### config.mk
export PLATFORM = sky130hd
export DESIGN_NAME = trip_core
export DESIGN_NICKNAME = d
export VERILOG_FILES = /design/src/design/trip_pkg.sv /design/src/design/inrush_if.sv /design/src/design/inrush_release.sv /design/src/design/trip_core.sv
export SDC_FILE = /design/constraint.sdc
export NUM_CORES = 1
export LEC_CHECK = 0
export ABC_AREA = 0
export BUFFER_PORTS_ARGS = -buffer_cell sky130_fd_sc_hd__buf_2
export CAP_MARGIN = 30
export CELL_PAD_IN_SITES_DETAIL_PLACEMENT = 1
export CELL_PAD_IN_SITES_GLOBAL_PLACEMENT = 1
export CORE_MARGIN = 1
export CORE_UTILIZATION = 30
export DETAILED_ROUTE_END_ITERATION = 7
export GPL_TIMING_DRIVEN = 1
export HOLD_SLACK_MARGIN = 0.12
export MAX_ROUTING_LAYER = met4
export PLACE_DENSITY_LB_ADDON = 0.1
export SLEW_MARGIN = 30
export SYNTH_ARGS = -nofsm -noshare
export SYNTH_HDL_FRONTEND = slang
export SYNTH_SLANG_ARGS = --single-unit
### constraint.sdc
create_clock -name ref_clk -period 6.5 [get_ports ref_clk]
set_input_delay 0.975 -clock ref_clk [delete_from_list [all_inputs] [get_ports ref_clk]]
set_output_delay 0.975 -clock ref_clk [all_outputs]
set_load 0.1 [all_outputs]
### src/design/trip_pkg.sv
// Shared constants and types of the trip release and indication block
package trip_pkg;

	// ------------------------------------------------------------
	// Register offsets
	// ------------------------------------------------------------
	localparam logic [7:0] CTRL_OFFSET    = 8'h00;
	localparam logic [7:0] RATING_OFFSET  = 8'h04;
	localparam logic [7:0] SDELAY_OFFSET  = 8'h08;
	localparam logic [7:0] STATUS_OFFSET  = 8'h0c;
	localparam logic [7:0] DISPLAY_OFFSET = 8'h10;

	// ------------------------------------------------------------
	// Field positions
	// ------------------------------------------------------------
	localparam int CTRL_ZSI_BIT          = 0;
	localparam int CTRL_GROUND_BIT       = 1;
	localparam int CTRL_NEUTRAL_BIT      = 2;
	localparam int CTRL_REMOTE_RESET_BIT = 3;
	localparam int DISPLAY_MSG_BIT       = 16;

	// ------------------------------------------------------------
	// Reset values
	// ------------------------------------------------------------
	localparam logic [2:0]  CTRL_RESET   = 3'h0;
	localparam logic [15:0] PLUG_RESET   = 16'h0190;
	localparam logic [15:0] FRAME_RESET  = 16'h0320;
	localparam logic [15:0] PICKUP_RESET = 16'h0960;
	localparam logic [7:0]  DELAY_RESET  = 8'h06;

	// ------------------------------------------------------------
	// Thresholds and timing
	// ------------------------------------------------------------
	localparam logic [19:0] INRUSH_MULT      = 20'h0000b;
	localparam logic [19:0] TENTH_MULT       = 20'h0000a;
	localparam logic [19:0] DISPLAY_MIN_MULT = 20'h00014;
	localparam logic [3:0]  INRUSH_WINDOW    = 4'ha;
	localparam logic [2:0]  SELECTOR_BLANK   = 3'h7;
	localparam logic [2:0]  LAST_SELECTION   = 3'h6;
	localparam logic [2:0]  GROUND_SELECTION = 3'h3;

	// ------------------------------------------------------------
	// Display messages
	// ------------------------------------------------------------
	typedef enum logic [2:0] {
		MSG_NONE,
		MSG_INRUSH,
		MSG_FIXED_INST,
		MSG_SHORT_DELAY,
		MSG_ZONE
	} message_e;

endpackage : trip_pkg

### src/design/inrush_if.sv
// Carrier between the trip core and the high-inrush release
interface inrush_if;
	logic       line_tick;
	logic       above_tenth;
	logic       selector_active;
	logic       enabled;
	logic       armed;
	logic [3:0] window_count;

	modport release_end (
		input  line_tick,
		input  above_tenth,
		input  selector_active,
		output enabled,
		output armed,
		output window_count
	);

	modport core_end (
		output line_tick,
		output above_tenth,
		output selector_active,
		input  enabled,
		input  armed,
		input  window_count
	);
endinterface : inrush_if

### src/design/inrush_release.sv
// High-inrush release arming window
module inrush_release (
	input wire logic     ref_clk,
	input wire logic     rst_n,
	inrush_if.release_end ir
);

	typedef struct packed {
		logic       armed;
		logic [3:0] count;
	} inrush_state_s;

	inrush_state_s st_q;
	inrush_state_s st_d;

	always_comb begin
		st_d = st_q;
		if (!ir.above_tenth) begin
			st_d.armed = 1'b1;
			st_d.count = 4'h0;
		end else if (ir.line_tick && st_q.armed) begin
			st_d.count = st_q.count + 4'h1;
			if (st_d.count >= trip_pkg::INRUSH_WINDOW) begin
				st_d.armed = 1'b0;
			end
		end
	end

	always_ff @(posedge ref_clk or negedge rst_n) begin
		if (!rst_n) begin
			st_q <= '{armed: 1'b1, count: 4'h0};
		end else begin
			st_q <= st_d;
		end
	end

	// Blank selector position silences the release even while armed
	assign ir.enabled      = st_q.armed && ir.selector_active;
	assign ir.armed        = st_q.armed;
	assign ir.window_count = st_q.count;

endmodule : inrush_release

### src/design/trip_core.sv
// Trip release, interlock and display selection logic with AHB-Lite registers
// How it works
// Inrush release exists only in variants without adjustable instantaneous setting.
// Inrush threshold fixed at eleven times the rating plug current.
// Armed release disables after ten line cycles above 10% of frame.
// Current below 10% of frame re-arms the inrush release.
// Inrush trip: trip at once, fast-trip lamp red, inrush message.
// Seven selector positions enable inrush release; the blank one disables.
// Inactive inrush release leaves large faults to the short-time delay path.
// Fixed override above withstand rating trips without delay.
// Override trip lights fast-trip lamp and shows fixed-instantaneous message.
// Interlocking offered only with short-delay or ground-fault protection.
// Interlocked in-zone fault trips at once and restrains upstream units.
// Asserted restraint input makes the unit follow its set delays.
// Restraint never trips the unit below its own pickup.
// Installer jumpers unused interlock terminals for plain time coordination.
// Measured values in service, coded messages after a trip.
// Seven green lamps mark which quantity the display shows live.
// Step press-release advances through currents, then demand and energy.
// Ground or neutral current offered only when so configured.
// Currents shown in kiloamperes over 5% to 100% of frame.
// After a trip hold trip-free until local or remote reset.
// Ten-cycle window counted per line cycle, cleared on re-arm.
module trip_core #(
	parameter bit HAS_ADJ_INST    = 1'b0,
	parameter bit HAS_SHORT_DELAY = 1'b1,
	parameter bit HAS_GROUND      = 1'b0
) (
	input  wire logic        ref_clk,
	input  wire logic        rst_n,
	input  wire logic        hsel,
	input  wire logic [31:0] haddr,
	input  wire logic [1:0]  htrans,
	input  wire logic        hwrite,
	input  wire logic [2:0]  hsize,
	input  wire logic [31:0] hwdata,
	input  wire logic        hready,
	output logic             hreadyout,
	output logic [31:0]      hrdata,
	output logic             hresp,
	input  wire logic        line_cycle_tick,
	input  wire logic [15:0] phase_a_amps,
	input  wire logic [15:0] phase_b_amps,
	input  wire logic [15:0] phase_c_amps,
	input  wire logic [15:0] ground_amps,
	input  wire logic [15:0] neutral_amps,
	input  wire logic [15:0] peak_demand,
	input  wire logic [15:0] present_demand,
	input  wire logic [15:0] energy_total,
	input  wire logic        override_pickup,
	input  wire logic        restraint_in,
	input  wire logic        step_button_n,
	input  wire logic        reset_button_n,
	input  wire logic [2:0]  selector_position,
	output logic             trip_out,
	output logic             restraint_out,
	output logic             fast_trip_lamp,
	output logic [6:0]       select_lamps,
	output logic [15:0]      display_value,
	output logic [2:0]       display_message,
	output logic             display_shows_message
);

	// ------------------------------------------------------------
	// State
	// ------------------------------------------------------------
	typedef struct packed {
		logic                 bus_act;
		logic                 bus_wr;
		logic [7:0]           bus_addr;
		logic [31:0]          rdata;
		logic                 zsi_en;
		logic                 ground_cfg;
		logic                 neutral_cfg;
		logic                 remote_reset;
		logic [15:0]          plug_amps;
		logic [15:0]          frame_amps;
		logic [15:0]          pickup_amps;
		logic [7:0]           delay_cycles;
		logic [7:0]           delay_count;
		logic                 step_s1;
		logic                 step_s2;
		logic                 step_prev;
		logic                 rbtn_s1;
		logic                 rbtn_s2;
		logic                 rbtn_prev;
		logic                 ovr_s1;
		logic                 ovr_s2;
		logic                 restr_s1;
		logic                 restr_s2;
		logic [2:0]           sel_s1;
		logic [2:0]           sel_s2;
		logic                 tripped;
		trip_pkg::message_e   cause;
		logic                 lamp_red;
		logic                 restraint;
		logic [2:0]           selection;
		logic [15:0]          value;
	} core_state_s;

	core_state_s st_q;
	core_state_s st_d;

	inrush_if ir ();

	inrush_release u_inrush (
		.ref_clk (ref_clk),
		.rst_n   (rst_n),
		.ir      (ir)
	);

	// ------------------------------------------------------------
	// Helpers
	// ------------------------------------------------------------
	function automatic logic [2:0] next_selection(input logic [2:0] cur, input logic gn_ok);
		logic [2:0] nxt;
		nxt = cur + 3'h1;
		if (cur >= trip_pkg::LAST_SELECTION) begin
			nxt = 3'h0;
		end else if (nxt == trip_pkg::GROUND_SELECTION && !gn_ok) begin
			nxt = trip_pkg::GROUND_SELECTION + 3'h1;
		end
		return nxt;
	endfunction : next_selection

	function automatic logic [19:0] scale(input logic [15:0] amps, input logic [19:0] mult);
		logic [19:0] wide;
		wide = {4'h0, amps};
		return 20'(wide * mult);
	endfunction : scale

	// ------------------------------------------------------------
	// Combinational view
	// ------------------------------------------------------------
	logic [15:0] max_amps;
	logic [19:0] max_x10;
	logic        inrush_present;
	logic        zsi_present;
	logic        gn_offered;
	logic        inrush_hit;
	logic        override_hit;
	logic        above_pickup;
	logic        zone_fast;
	logic        delay_done;
	logic        step_event;
	logic        local_reset;
	logic        bus_take;
	logic [15:0] shown_amps;
	logic [31:0] read_word;

	always_comb begin
		max_amps = phase_a_amps;
		if (phase_b_amps > max_amps) begin
			max_amps = phase_b_amps;
		end
		if (phase_c_amps > max_amps) begin
			max_amps = phase_c_amps;
		end
	end

	assign max_x10        = scale(max_amps, trip_pkg::TENTH_MULT);
	assign inrush_present = !HAS_ADJ_INST;
	assign zsi_present    = HAS_SHORT_DELAY || HAS_GROUND;
	assign gn_offered     = st_q.ground_cfg || st_q.neutral_cfg;

	assign ir.line_tick       = line_cycle_tick;
	assign ir.above_tenth     = max_x10 > {4'h0, st_q.frame_amps};
	assign ir.selector_active = st_q.sel_s2 != trip_pkg::SELECTOR_BLANK;

	assign inrush_hit   = inrush_present && ir.enabled
		&& {4'h0, max_amps} >= scale(st_q.plug_amps, trip_pkg::INRUSH_MULT);
	assign override_hit = st_q.ovr_s2;
	assign above_pickup = HAS_SHORT_DELAY && max_amps >= st_q.pickup_amps;
	// Jumpered terminals read as restraint, so plain delays apply
	assign zone_fast    = zsi_present && st_q.zsi_en && above_pickup
		&& !st_q.restr_s2;
	assign delay_done   = above_pickup && st_q.delay_count >= st_q.delay_cycles;

	assign step_event  = st_q.step_s2 && !st_q.step_prev;
	assign local_reset = st_q.rbtn_s2 && !st_q.rbtn_prev;
	assign bus_take    = hsel && htrans[1] && hready;

	always_comb begin
		case (st_q.selection)
			3'h0: shown_amps = phase_a_amps;
			3'h1: shown_amps = phase_b_amps;
			3'h2: shown_amps = phase_c_amps;
			3'h3: shown_amps = st_q.ground_cfg ? ground_amps : neutral_amps;
			default: shown_amps = 16'h0000;
		endcase
	end

	always_comb begin
		read_word = 32'h0000_0000;
		case (haddr[7:0])
			trip_pkg::CTRL_OFFSET: begin
				read_word[trip_pkg::CTRL_ZSI_BIT]     = st_q.zsi_en;
				read_word[trip_pkg::CTRL_GROUND_BIT]  = st_q.ground_cfg;
				read_word[trip_pkg::CTRL_NEUTRAL_BIT] = st_q.neutral_cfg;
			end
			trip_pkg::RATING_OFFSET: begin
				read_word = {st_q.frame_amps, st_q.plug_amps};
			end
			trip_pkg::SDELAY_OFFSET: begin
				read_word = {8'h00, st_q.delay_cycles, st_q.pickup_amps};
			end
			trip_pkg::STATUS_OFFSET: begin
				read_word = {16'h0000, ir.window_count, 1'b0, ir.selector_active,
					st_q.restr_s2, st_q.restraint, st_q.selection, ir.armed,
					st_q.cause, st_q.tripped};
			end
			trip_pkg::DISPLAY_OFFSET: begin
				read_word = {15'h0000, st_q.tripped, st_q.value};
			end
			default: read_word = 32'h0000_0000;
		endcase
		if (haddr[31:8] != 24'h00_0000) begin
			read_word = 32'h0000_0000;
		end
	end

	// ------------------------------------------------------------
	// Next state
	// ------------------------------------------------------------
	always_comb begin
		st_d = st_q;
		st_d.remote_reset = 1'b0;

		// Pin synchronisers
		st_d.step_s1   = step_button_n;
		st_d.step_s2   = st_q.step_s1;
		st_d.step_prev = st_q.step_s2;
		st_d.rbtn_s1   = reset_button_n;
		st_d.rbtn_s2   = st_q.rbtn_s1;
		st_d.rbtn_prev = st_q.rbtn_s2;
		st_d.ovr_s1    = override_pickup;
		st_d.ovr_s2    = st_q.ovr_s1;
		st_d.restr_s1  = restraint_in;
		st_d.restr_s2  = st_q.restr_s1;
		st_d.sel_s1    = selector_position;
		st_d.sel_s2    = st_q.sel_s1;

		// Bus: address phase captured, read word staged for data phase
		st_d.bus_act = bus_take;
		if (bus_take) begin
			st_d.bus_wr   = hwrite && haddr[31:8] == 24'h00_0000;
			st_d.bus_addr = haddr[7:0];
			st_d.rdata    = hwrite ? 32'h0000_0000 : read_word;
		end
		if (st_q.bus_act && st_q.bus_wr) begin
			case (st_q.bus_addr)
				trip_pkg::CTRL_OFFSET: begin
					st_d.zsi_en       = hwdata[trip_pkg::CTRL_ZSI_BIT];
					st_d.ground_cfg   = hwdata[trip_pkg::CTRL_GROUND_BIT];
					st_d.neutral_cfg  = hwdata[trip_pkg::CTRL_NEUTRAL_BIT];
					st_d.remote_reset = hwdata[trip_pkg::CTRL_REMOTE_RESET_BIT];
				end
				trip_pkg::RATING_OFFSET: begin
					st_d.plug_amps  = hwdata[15:0];
					st_d.frame_amps = hwdata[31:16];
				end
				trip_pkg::SDELAY_OFFSET: begin
					st_d.pickup_amps  = hwdata[15:0];
					st_d.delay_cycles = hwdata[23:16];
				end
				default: begin
				end
			endcase
		end

		// Short-time delay timing, one count per line cycle
		if (!above_pickup) begin
			st_d.delay_count = 8'h00;
		end else if (line_cycle_tick && st_q.delay_count != 8'hff) begin
			st_d.delay_count = st_q.delay_count + 8'h01;
		end

		// Restraint toward upstream while an in-zone fault is seen
		st_d.restraint = zsi_present && st_q.zsi_en && above_pickup;

		// Trip latch: a new cause wins over a reset in the same cycle
		if (!st_q.tripped) begin
			if (override_hit) begin
				st_d.tripped  = 1'b1;
				st_d.cause    = trip_pkg::MSG_FIXED_INST;
				st_d.lamp_red = 1'b1;
			end else if (inrush_hit) begin
				st_d.tripped  = 1'b1;
				st_d.cause    = trip_pkg::MSG_INRUSH;
				st_d.lamp_red = 1'b1;
			end else if (zone_fast) begin
				st_d.tripped = 1'b1;
				st_d.cause   = trip_pkg::MSG_ZONE;
			end else if (delay_done) begin
				st_d.tripped = 1'b1;
				st_d.cause   = trip_pkg::MSG_SHORT_DELAY;
			end
		end else if ((local_reset || st_q.remote_reset)
			&& !(override_hit || inrush_hit || zone_fast || delay_done)) begin
			st_d.tripped  = 1'b0;
			st_d.cause    = trip_pkg::MSG_NONE;
			st_d.lamp_red = 1'b0;
		end

		// Display selection
		if (step_event) begin
			st_d.selection = next_selection(st_q.selection, gn_offered);
		end else if (st_q.selection == trip_pkg::GROUND_SELECTION && !gn_offered) begin
			st_d.selection = trip_pkg::GROUND_SELECTION + 3'h1;
		end

		// Live value; currents below 5% of frame read zero, above 100% clamped to frame
		case (st_q.selection)
			3'h4: st_d.value = peak_demand;
			3'h5: st_d.value = present_demand;
			3'h6: st_d.value = energy_total;
			default: begin
				if (scale(shown_amps, trip_pkg::DISPLAY_MIN_MULT)
					< {4'h0, st_q.frame_amps}) begin
					st_d.value = 16'h0000;
				end else if (shown_amps > st_q.frame_amps) begin
					st_d.value = st_q.frame_amps;
				end else begin
					st_d.value = shown_amps;
				end
			end
		endcase
	end

	// ------------------------------------------------------------
	// Registers
	// ------------------------------------------------------------
	always_ff @(posedge ref_clk or negedge rst_n) begin
		if (!rst_n) begin
			st_q              <= '0;
			st_q.zsi_en       <= trip_pkg::CTRL_RESET[trip_pkg::CTRL_ZSI_BIT];
			st_q.ground_cfg   <= trip_pkg::CTRL_RESET[trip_pkg::CTRL_GROUND_BIT];
			st_q.neutral_cfg  <= trip_pkg::CTRL_RESET[trip_pkg::CTRL_NEUTRAL_BIT];
			st_q.plug_amps    <= trip_pkg::PLUG_RESET;
			st_q.frame_amps   <= trip_pkg::FRAME_RESET;
			st_q.pickup_amps  <= trip_pkg::PICKUP_RESET;
			st_q.delay_cycles <= trip_pkg::DELAY_RESET;
			st_q.step_s1      <= 1'b1;
			st_q.step_s2      <= 1'b1;
			st_q.step_prev    <= 1'b1;
			st_q.rbtn_s1      <= 1'b1;
			st_q.rbtn_s2      <= 1'b1;
			st_q.rbtn_prev    <= 1'b1;
			st_q.cause        <= trip_pkg::MSG_NONE;
		end else begin
			st_q <= st_d;
		end
	end

	// ------------------------------------------------------------
	// Outputs
	// ------------------------------------------------------------
	// Zero wait states keep the slave simple; every access is OKAY
	assign hreadyout = 1'b1;
	assign hresp     = 1'b0;
	assign hrdata    = st_q.rdata;

	assign trip_out              = st_q.tripped;
	assign restraint_out         = st_q.restraint;
	assign fast_trip_lamp        = st_q.lamp_red;
	assign select_lamps          = 7'h01 << st_q.selection;
	assign display_value         = st_q.value;
	assign display_message       = st_q.cause;
	assign display_shows_message = st_q.tripped;

endmodule : trip_core

==> impl_metrics.tcl, run 1 <==
set metrics [dict create \
    run_status "finished with violations" \
    violations "setup timing" \
    gp_congestion 0.9073 \
    vias 13245 \
    hold-path-cell-count 0 \
    hold_path_class "reg2reg" \
    gr-total-overflow 0 \
    critical_path.startpoint "phase_a_amps[15]" \
    worst_reg2reg_path_length_in_cells 28 \
    route.detailed.drc 0 \
    grt.total_usage 0.2453 \
    placement_rows 79 \
    clk-insertion-delay-late_ps 440 \
    post_synth_inst_count 1552 \
    worst_r2r_startpoint "st_q[16]" \
    worstHoldEndpoint "override_hit" \
    syn-mean-instance-area_sq_um 9.141 \
    die_w_um 219.5 \
    grtUsageMet3 0.03630 \
    finalNetCount 2375 \
    fin_util 0.4045 \
    finalHoldViolations 0 \
    layout.cells.most_common_list "sky130_fd_sc_hd__buf_2, sky130_fd_sc_hd__buf_4, sky130_fd_sc_hd__ha_1" \
    firstDrtPassIters 6 \
    start_util 0.3047 \
    core_area_sq_um 46560 \
    top_usage_layer "met2" \
    final_common_cell "sky130_fd_sc_hd__buf_2" \
    synth_area_leader_cell "sky130_fd_sc_hd__dfrtp_1" \
    power_density_nw_per_um2 306.4 \
    number_of_global_route_vias_before_repair 14192 \
    unrepaired_setup_endpoints_after_global_routing "true" \
    worst_ir_drop_vdd_v 0.0002149 \
    placed_cells_incl_taps 2487 \
    netlist_top_cells_area "sky130_fd_sc_hd__dfrtp_1, sky130_fd_sc_hd__ha_1, sky130_fd_sc_hd__mux2_2, sky130_fd_sc_hd__inv_1, sky130_fd_sc_hd__a21oi_1" \
    drtIter0Drc 621 \
    grt_first_pass_wirelength_mm 85.12 \
    ys_warn_count 0 \
    dieArea_sq_um 48160 \
    setup-violations-final 10 \
    slew_headroom 0.2875 \
    ctsLongestPathBuffers 2 \
    htreeDepth 4 \
    max_clock_freq_ghz 0.1392 \
    synth_flop_cell "sky130_fd_sc_hd__dfrtp_1" \
    crit_arrival_ps 7550 \
    finalNonFillerCells 2563 \
    cts_inserted_buffers 17 \
    antenna_violations_before_repair 1 \
    grt_start_max_net_pins 96 \
    synth_largest_type_area_fraction 0.2417 \
    flow.area_growth_from_synthesis_pct 32.76 \
    syn_area_sq_um 14190 \
    detail-route-antenna-nets 0 \
    final_cycle_share 1.105 \
    wl_per_cell_um 21.99 \
    worst_reg2reg_setup_slack_ps 560 \
    crit_type "in2reg" \
    synth_async_sr_flop_share 1.000 \
    crit_path_max_fanout 7 \
    clockRootBuffer "sky130_fd_sc_hd__clkbuf_16" \
    startpoint_type "input pin" \
    cap_violations 0 \
    placement.io_buffers 267 \
    fp.dieH_um 219.5 \
    clock_tree_from_tritoncts "done" \
    hpwl_mm 46.83 \
    min-delay-start "st_d[33]" \
    cts.sink_count 156 \
    timing_worst_slew_pin_value_ps 1061 \
    max_stage_delay_ps 470 \
    synth_edf_count 0 \
    yosysUniqueCellTypes 83 \
    io_pins 274 \
    reg2reg_to "display_value[15]" \
    finalClockSkew_ps 13.38 \
    worstPathRequired_ps 6870 \
    fin_tns_setup_ps -4628 \
    grt.met2_usage 0.4028 \
    part_of_the_yosys_area_used_for_sequential_elements 0.2769 \
    yosys_register_bits 156 \
    n_antenna_cell 0 \
    final_layout_size_suffix_gt1_frac 0.3850 \
    drt-vias-per-instance 5.168 \
    synthesis.nets 1984 \
    layout_setup_ws_ps -684.5 \
    drt_wl_total_mm 56.37 \
    worst_path_max_delay_cell "sky130_fd_sc_hd__or3_4" \
    crit_path_end_kind "flip-flop" \
    worst_setup_hold_path_clk_slew_ps 60 \
    minimum_period_implied_by_the_final_worst_setup_slack_ps 7185 \
    slew_viol_final 0 \
    p_leak_nw 9.241 \
    grt_util_met1 0.3219 \
]
synth_stat cells (6+ instances only):
cell type,count
sky130_fd_sc_hd__dfrtp_1,137
sky130_fd_sc_hd__nor2_1,67
sky130_fd_sc_hd__o21bai_1,6
sky130_fd_sc_hd__clkbuf_1,45
sky130_fd_sc_hd__xnor2_1,26
sky130_fd_sc_hd__a211oi_1,9
sky130_fd_sc_hd__mux2i_1,21
sky130_fd_sc_hd__xor2_1,22
sky130_fd_sc_hd__fa_1,15
sky130_fd_sc_hd__nand3_1,16
sky130_fd_sc_hd__a222oi_1,14
sky130_fd_sc_hd__a22oi_1,22
sky130_fd_sc_hd__dfstp_2,19
sky130_fd_sc_hd__nor2b_1,15
sky130_fd_sc_hd__inv_1,152
sky130_fd_sc_hd__o21ai_0,82
sky130_fd_sc_hd__mux2_2,84
sky130_fd_sc_hd__a311oi_1,16
sky130_fd_sc_hd__nand2_1,108
sky130_fd_sc_hd__o21a_1,16
sky130_fd_sc_hd__ha_1,207
sky130_fd_sc_hd__buf_1,7
sky130_fd_sc_hd__o31ai_1,6
sky130_fd_sc_hd__a21oi_1,104
sky130_fd_sc_hd__a21o_1,26
sky130_fd_sc_hd__or4_1,6
sky130_fd_sc_hd__nor3b_1,17
sky130_fd_sc_hd__nor4_1,12
sky130_fd_sc_hd__nand2b_1,17
sky130_fd_sc_hd__and2_1,21
sky130_fd_sc_hd__a31oi_1,19
sky130_fd_sc_hd__nand4_1,19
sky130_fd_sc_hd__or3_1,6
sky130_fd_sc_hd__buf_4,55
sky130_fd_sc_hd__a22o_1,41
sky130_fd_sc_hd__nor3_1,16
logic make-up (layout without fill, tap and decap cells):
| group | count (synthesis) | count (layout) | share of synthesized area |
|---|---|---|---|
| compound gates | 409 | 409 | 0.1962 |
| simple gates | 346 | 347 | 0.1259 |
| buf+inv | 262 | 665 | 0.08405 |
| fa+ha+maj | 224 | 224 | 0.2053 |
| flops | 156 | 156 | 0.2769 |
| mux | 105 | 105 | 0.08150 |
| xor+xnor | 48 | 48 | 0.02963 |
| other cells | 2 | 2 | 0.0005294 |
worst max-delay path: cells and delay by family:
family	cells	cell delay (ps)
AOI/OAI and AO/OA	11	1770
xor gates and xnor gates	1	90
adders and majority gates	6	1490
buffers and inverters	5	580
muxes	1	250
and+or+nand+nor	13	2400
registers in the layout (all words and copies together) (netlist names):
signal                    cells
hrdata                       32
u_inrush.ir.window_count      4
display_shows_message         1
u_inrush.ir.armed             1
override_hit                  1
display_value                16
restraint_out                 1
display_message               3
st_d                          9
fast_trip_lamp                1
st_q                         87
metrics by stage:
step	hold slack [ps]	setup slack [ps]	instance area [sq um]	power, mW
6_report	351.3	-684.5	18830	5.770
5_1_grt	356.4	-973.5	18830	6.187
4_1_cts	351.5	-633.9	18590	5.730
3_5_place_dp	341.9	-1365	17270	4.546
3_3_place_gp	336.3	-1244	17240	4.481
2_1_floorplan	331.2	-891.0	14510	3.388
area by class of cell:
cell class                 count  area [sq um]
clock buffer                  22         464.2
clock inverter                10         91.34
fill                        5425         27720
inverter                     153         581.8
multi-input combinational   1135          9906
sequential                   156          3928
tap                          607         759.5
timing repair buffer         480          3103
how the worst max path moves through the flow:
stage                                       end  slack [ps]
finish                        u_inrush.ir.armed        -680
CTS                 u_inrush.ir.window_count[1]        -630
detailed placement  u_inrush.ir.window_count[0]       -1360
global route        u_inrush.ir.window_count[2]        -970
global placement    u_inrush.ir.window_count[3]       -1240
floorplan           u_inrush.ir.window_count[0]        -890
repair_timing:
item	4_1_cts	5_1_grt
buffers inserted	33	15
setup endpoints to repair	18	35
resized for setup	99	35
gates cloned	1	0
hold buffers	0	0
pin swaps	65	44
routing by layer:
layer	vias to the layer above	routed length, um
li1	6351	-
met1	6617	26380
met2	242	27280
met3	35	2091
met4	0	629
met5	-	0
where the power goes:
| part | internal, mW | total, mW | switching [mW] |
|---|---|---|---|
| Combinational | 1.45 | 3.54 | 2.09 |
| Clock | 0.546 | 0.955 | 0.409 |
| Sequential | 1.09 | 1.27 | 0.185 |
| Total | 3.09 | 5.77 | 2.68 |
(Power assumes the default switching activity.)
==> run 2: changes to the inputs <==
CORE_UTILIZATION = 43   (was 30)
==> impl_metrics.tcl, run 2 (synthesized netlist as in run 1, its figures left out) <==
set metrics [dict create \
    minimum_period_implied_by_the_final_worst_setup_slack_ps 7286 \
    gr-total-overflow 0 \
    flow.area_growth_from_synthesis_pct 29.83 \
    finalNetCount 2362 \
    detailed_place.area_sq_um 17070 \
    io_pins 274 \
    setup-violations-final 10 \
    antenna_violations_before_repair 3 \
    firstDrtPassIters 5 \
    final_common_cell "sky130_fd_sc_hd__buf_2" \
    grt_first_pass_wirelength_mm 82.05 \
    num-fill-cells 3824 \
    totalPowerFinal_mw 5.708 \
    critical-path-top-delay-family "simple AND/OR/NAND/NOR gates" \
    startpoint_type "input pin" \
    worstPathRequired_ps 6860 \
    violations "setup timing" \
    gp_congestion 0.9246 \
    placed_cells_incl_taps 2325 \
    fin_tns_setup_ps -5101 \
    crit_type "in2reg" \
    number_of_global_route_vias_before_repair 14300 \
    max_stage_delay_ps 470 \
    drt-vias-per-instance 5.690 \
    die_w_um 183.6 \
    worst_path_max_delay_cell "sky130_fd_sc_hd__or3_4" \
    ctsLongestPathBuffers 2 \
    clk-insertion-delay-late_ps 440 \
    final_layout_size_suffix_gt1_frac 0.3716 \
    detail-route-antenna-nets 0 \
    placement.io_buffers 267 \
    dieArea_sq_um 33720 \
    placement_rows 66 \
    crit_path_end_kind "flip-flop" \
    route.detailed.drc 0 \
    hold_path_class "reg2reg" \
    clock_tree_from_tritoncts "done" \
    worst_ir_drop_vdd_v 0.0002455 \
    layout.cell_area.non_filler_sq_um 18420 \
    fp.dieH_um 183.6 \
    crit_arrival_ps 7650 \
    finalNonFillerCells 2387 \
    drtIter0Drc 872 \
    clockRootBuffer "sky130_fd_sc_hd__clkbuf_16" \
    htreeDepth 4 \
    largest_register_ffs 87 \
    unrepaired_setup_endpoints_after_global_routing "true" \
    final_cycle_share 1.121 \
    cts_inserted_buffers 17 \
    slew_viol_final 0 \
    timing_worst_slew_pin_value_ps 838.2 \
    wl_per_cell_um 22.44 \
    finalClockSkew_ps 13.10 \
    hpwl_mm 42.46 \
    run_status "finished with violations" \
    crit_path_max_fanout 8 \
    slew_headroom 0.4391 \
    grt_start_max_net_pins 91 \
    cts.sink_count 156 \
    power_density_nw_per_um2 309.9 \
    registers.top_by_ff_count "st_q" \
    max_clock_freq_ghz 0.1372 \
    start_util 0.4360 \
    grt.total_usage 0.3310 \
    core_area_sq_um 32540 \
    finalHoldViolations 0 \
    fin_util 0.5661 \
    layout.cells.most_common_list "sky130_fd_sc_hd__buf_2, sky130_fd_sc_hd__ha_1, sky130_fd_sc_hd__buf_4" \
    cap_violations 0 \
    worst_setup_hold_path_clk_slew_ps 70 \
    p_leak_nw 9.146 \
    layout_setup_ws_ps -786.1 \
    drt_wl_total_mm 53.57 \
    vias 13582 \
    path_buf_inv 7 \
]
run 2: cell count changes in the layout (fill, tap and decap cells not counted), moves of 4 or more:
cell | before | now
sky130_fd_sc_hd__buf_4 | 195 | 186
sky130_fd_sc_hd__mux2i_2 | 7 | 3
sky130_fd_sc_hd__nor2_1 | 55 | 60
sky130_fd_sc_hd__nor2_4 | 6 | 2
sky130_fd_sc_hd__o21ai_0 | 74 | 78
sky130_fd_sc_hd__o21ai_1 | 10 | 6
run 2: final cells by class:
class                      instances  area (sq um)  share of cell area
clock buffer                      19         452.9             0.02459
multi-input combinational       1135          9797              0.5319
clock inverter                    13         132.6            0.007201
sequential                       156          3928              0.2132
inverter                         153         581.8             0.03159
antenna                            2         5.005           0.0002717
timing repair buffer             467          2968              0.1611
tap                              442         553.0             0.03003
run 2: what timing repair did:
| item | CTS | global route |
|---|---|---|
| pin swaps | 40 | 27 |
| hold buffers | 0 | 0 |
| gates cloned | 2 | 0 |
| setup endpoints to repair | 18 | 10 |
| resized for setup | 75 | 18 |
| setup buffers | 20 | 4 |
run 2: final timing paths:
kind | startpoint | to | slack [ps] | cells after the start
setup / recovery | phase_b_amps[13] | u_inrush.ir.armed | -790 | 38
hold / removal | st_d[27] | st_q[27] | 360 | 0
setup reg to reg | st_q[17] | display_value[4] | 520 | 27
hold reg to reg | st_d[27] | st_q[27] | 360 | 0
max in group asynchronous | rst_n | st_q[78] | 4590 | 3
min in group asynchronous | rst_n | st_q[27] | 600 | 1
run 2: routing by layer:
| layer | vias up | global-route usage | wire length, um |
|---|---|---|---|
| met1 | 6813 | 0.4265 | 23810 |
| li1 | 6305 | - | - |
| met3 | 71 | 0.03724 | 2240 |
| met4 | 0 | 0.07567 | 916 |
| met2 | 393 | 0.5562 | 26600 |
| met5 | - | - | 0 |
run 2: where the power goes:
group          switching (mW)  internal (mW)
Clock                   0.434          0.558
Combinational            2.08           1.37
Sequential              0.172           1.09
run 2: stage by stage:
stage	worst slack, ps	hold slack [ps]
finish	-786.1	356.3
global route	-1147	359.3
CTS	-739.7	356.4
detailed placement	-1530	338.1
global placement	-1200	334.7
floorplan	-891.0	331.2
==> run 3: changes to the inputs <==
CORE_ASPECT_RATIO = 1.2   (was unset)
==> impl_metrics.tcl, run 3 (synthesized netlist as in run 1, its figures left out) <==
set metrics [dict create \
    slew_headroom 0.4350 \
    hold_path_class "reg2reg" \
    htreeDepth 4 \
    reg2reg_to "display_value[12]" \
    flow.area_growth_from_synthesis_pct 29.18 \
    grt.total_usage 0.3179 \
    setup-violations-final 10 \
    max_stage_delay_ps 410 \
    layout_setup_ws_ps -869.5 \
    number_of_global_route_vias_before_repair 14296 \
    worst_reg2reg_path_length_in_cells 25 \
    cp_num_cells 39 \
    die_w_um 167.8 \
    hpwl_mm 41.43 \
    core_area_sq_um 32340 \
    worst_reg2reg_setup_slack_ps 390 \
    run_status "finished with violations" \
    fp.dieH_um 201.0 \
    layout.cells.most_common_list "sky130_fd_sc_hd__buf_2, sky130_fd_sc_hd__ha_1, sky130_fd_sc_hd__buf_4" \
    hold-path-cell-count 0 \
    final_layout_size_suffix_gt1_frac 0.3735 \
    drt-vias-per-instance 5.807 \
    crit_path_end_kind "flip-flop" \
    finalNetCount 2355 \
    startpoint_type "input pin" \
    hold-worst-slack_ps 352.7 \
    multi_input_area_sq_um 9814 \
    finalClockSkew_ps 16.32 \
    critical_path.startpoint "phase_a_amps[13]" \
    start_util 0.4386 \
    met2WireLength_mm 27.26 \
    registers.top_by_ff_count "st_q" \
    clock_tree_from_tritoncts "done" \
    worstHoldEndpoint "st_q[27]" \
    worst_r2r_startpoint "st_q[17]" \
    dp_slack_ps -1407 \
    grt_first_pass_wirelength_mm 80.49 \
    timing_worst_slew_pin_value_ps 847.5 \
    finalHoldViolations 0 \
    final_common_cell "sky130_fd_sc_hd__buf_2" \
    placement.io_buffers 267 \
    dieArea_sq_um 33720 \
    register_area_sq_um 3928 \
    io_pins 274 \
    placement_rows 72 \
    final_cycle_share 1.134 \
    grt_start_max_net_pins 99 \
    drt_wl_total_mm 53.38 \
    worstPathRequired_ps 6800 \
    critical-path-top-delay-family "compound AO/OA/AOI/OAI gates" \
    minimum_period_implied_by_the_final_worst_setup_slack_ps 7369 \
    power_density_nw_per_um2 311.6 \
    detailed_place.area_sq_um 16930 \
    worst_ir_drop_vdd_v 0.0001705 \
    firstDrtPassIters 7 \
    worst_setup_hold_path_clk_slew_ps 70 \
    max_clock_freq_ghz 0.1357 \
    vias 13618 \
    worst_path_max_delay_cell "sky130_fd_sc_hd__or4_4" \
    cts_inserted_buffers 17 \
    wirelength_met1_mm 21.93 \
    antenna_violations_before_repair 2 \
    clockRootBuffer "sky130_fd_sc_hd__clkbuf_16" \
    largest_register_ffs 87 \
    gr-total-overflow 0 \
    num-fill-cells 3758 \
    dr_wl_met3_mm 2.042 \
    cts.sink_count 156 \
    cap_violations 0 \
    gp_congestion 0.9266 \
    slew_viol_final 0 \
    unrepaired_setup_endpoints_after_global_routing "true" \
    crit_path_max_fanout 5 \
    wl_per_cell_um 22.76 \
    ctsLongestPathBuffers 2 \
    p_leak_nw 9.108 \
    drtIter0Drc 891 \
    route.detailed.drc 0 \
    number_of_buffers_inserted_by_hold_repair_at_cts 0 \
    path_buf_inv 6 \
    detail-route-antenna-nets 0 \
    crit_arrival_ps 7670 \
    clk-insertion-delay-late_ps 430 \
    top_layer_used "met4" \
    min-delay-start "st_d[27]" \
    layout.cell_area.non_filler_sq_um 18330 \
    violations "setup timing" \
    crit_type "in2reg" \
]
==> run 3: cell types whose count changed in the layout (fill, tap and decap cells not counted), sizes merged <==
cell | previous run | this run
o31ai | 6 | 7
clkinv | 6 | 5
bufbuf | 1 | 0
inv | 159 | 160
clkbuf | 19 | 20
buf | 466 | 458
==> run 3: per-stage QoR <==
step	power, mW	instances	util	TNS, ps
6_report	5.711	2345	0.5667	-5735
5_1_grt	6.042	2345	0.5667	-9702
4_1_cts	5.581	2324	0.5520	-4363
3_5_place_dp	4.444	2275	0.5234	-16360
3_3_place_gp	4.313	2274	0.5222	-11620
2_1_floorplan	3.388	1552	-	-4442
==> run 3: layout make-up <==
cell class              count  area share
diodes                      2   0.0002731
multi-input cells        1136      0.5355
clock inverters            13    0.008125
clock buffers              19     0.02471
flip-flops and latches    156      0.2143
repair buffers            459      0.1574
inverters                 153     0.03188
well taps                 407     0.02779
==> run 3: layer usage <==
layer | GRT usage | up-vias
met3 | 0.02819 | 111
met1 | 0.3811 | 6796
met2 | 0.5542 | 401
met4 | 0.1134 | 0
li1 | - | 6310
met5 | - | -
==> run 3: power by group <==
group	total [mW]	switching, mW	internal [mW]	leakage, nW
clock network	1.02	0.449	0.567	0.299
logic	3.45	2.08	1.37	6.88
registers	1.24	0.155	1.09	1.93
total	5.71	2.69	3.02	9.11
==> run 3: what timing repair did <==
item                                    4_1_cts  5_1_grt
pin swaps                                    30       33
endpoints found under the setup margin       19       28
setup buffers                                16       18
gates resized for setup                      37       67
gates cloned                                  2        1
==> run 3: how the worst max path moves through the flow <==
stage	end	slack [ps]
floorplan	u_inrush.ir.window_count[0]	-890
global placement	u_inrush.ir.window_count[2]	-1060
detailed placement	u_inrush.ir.window_count[3]	-1410
CTS	u_inrush.ir.window_count[3]	-770
global route	u_inrush.ir.armed	-1150
finish	u_inrush.ir.window_count[3]	-870
==> run 3: worst register-to-register path: cells and delay by family (launching register included) <==
kind / cells / cell delay, ps
AND/OR/NAND/NOR: 4 / 640
adder cells (fa/ha/maj): 4 / 1200
buffers and inverters: 3 / 580
flip-flops: 1 / 520
XOR/XNOR: 1 / 160
AO/OA/AOI/OAI: 13 / 2800
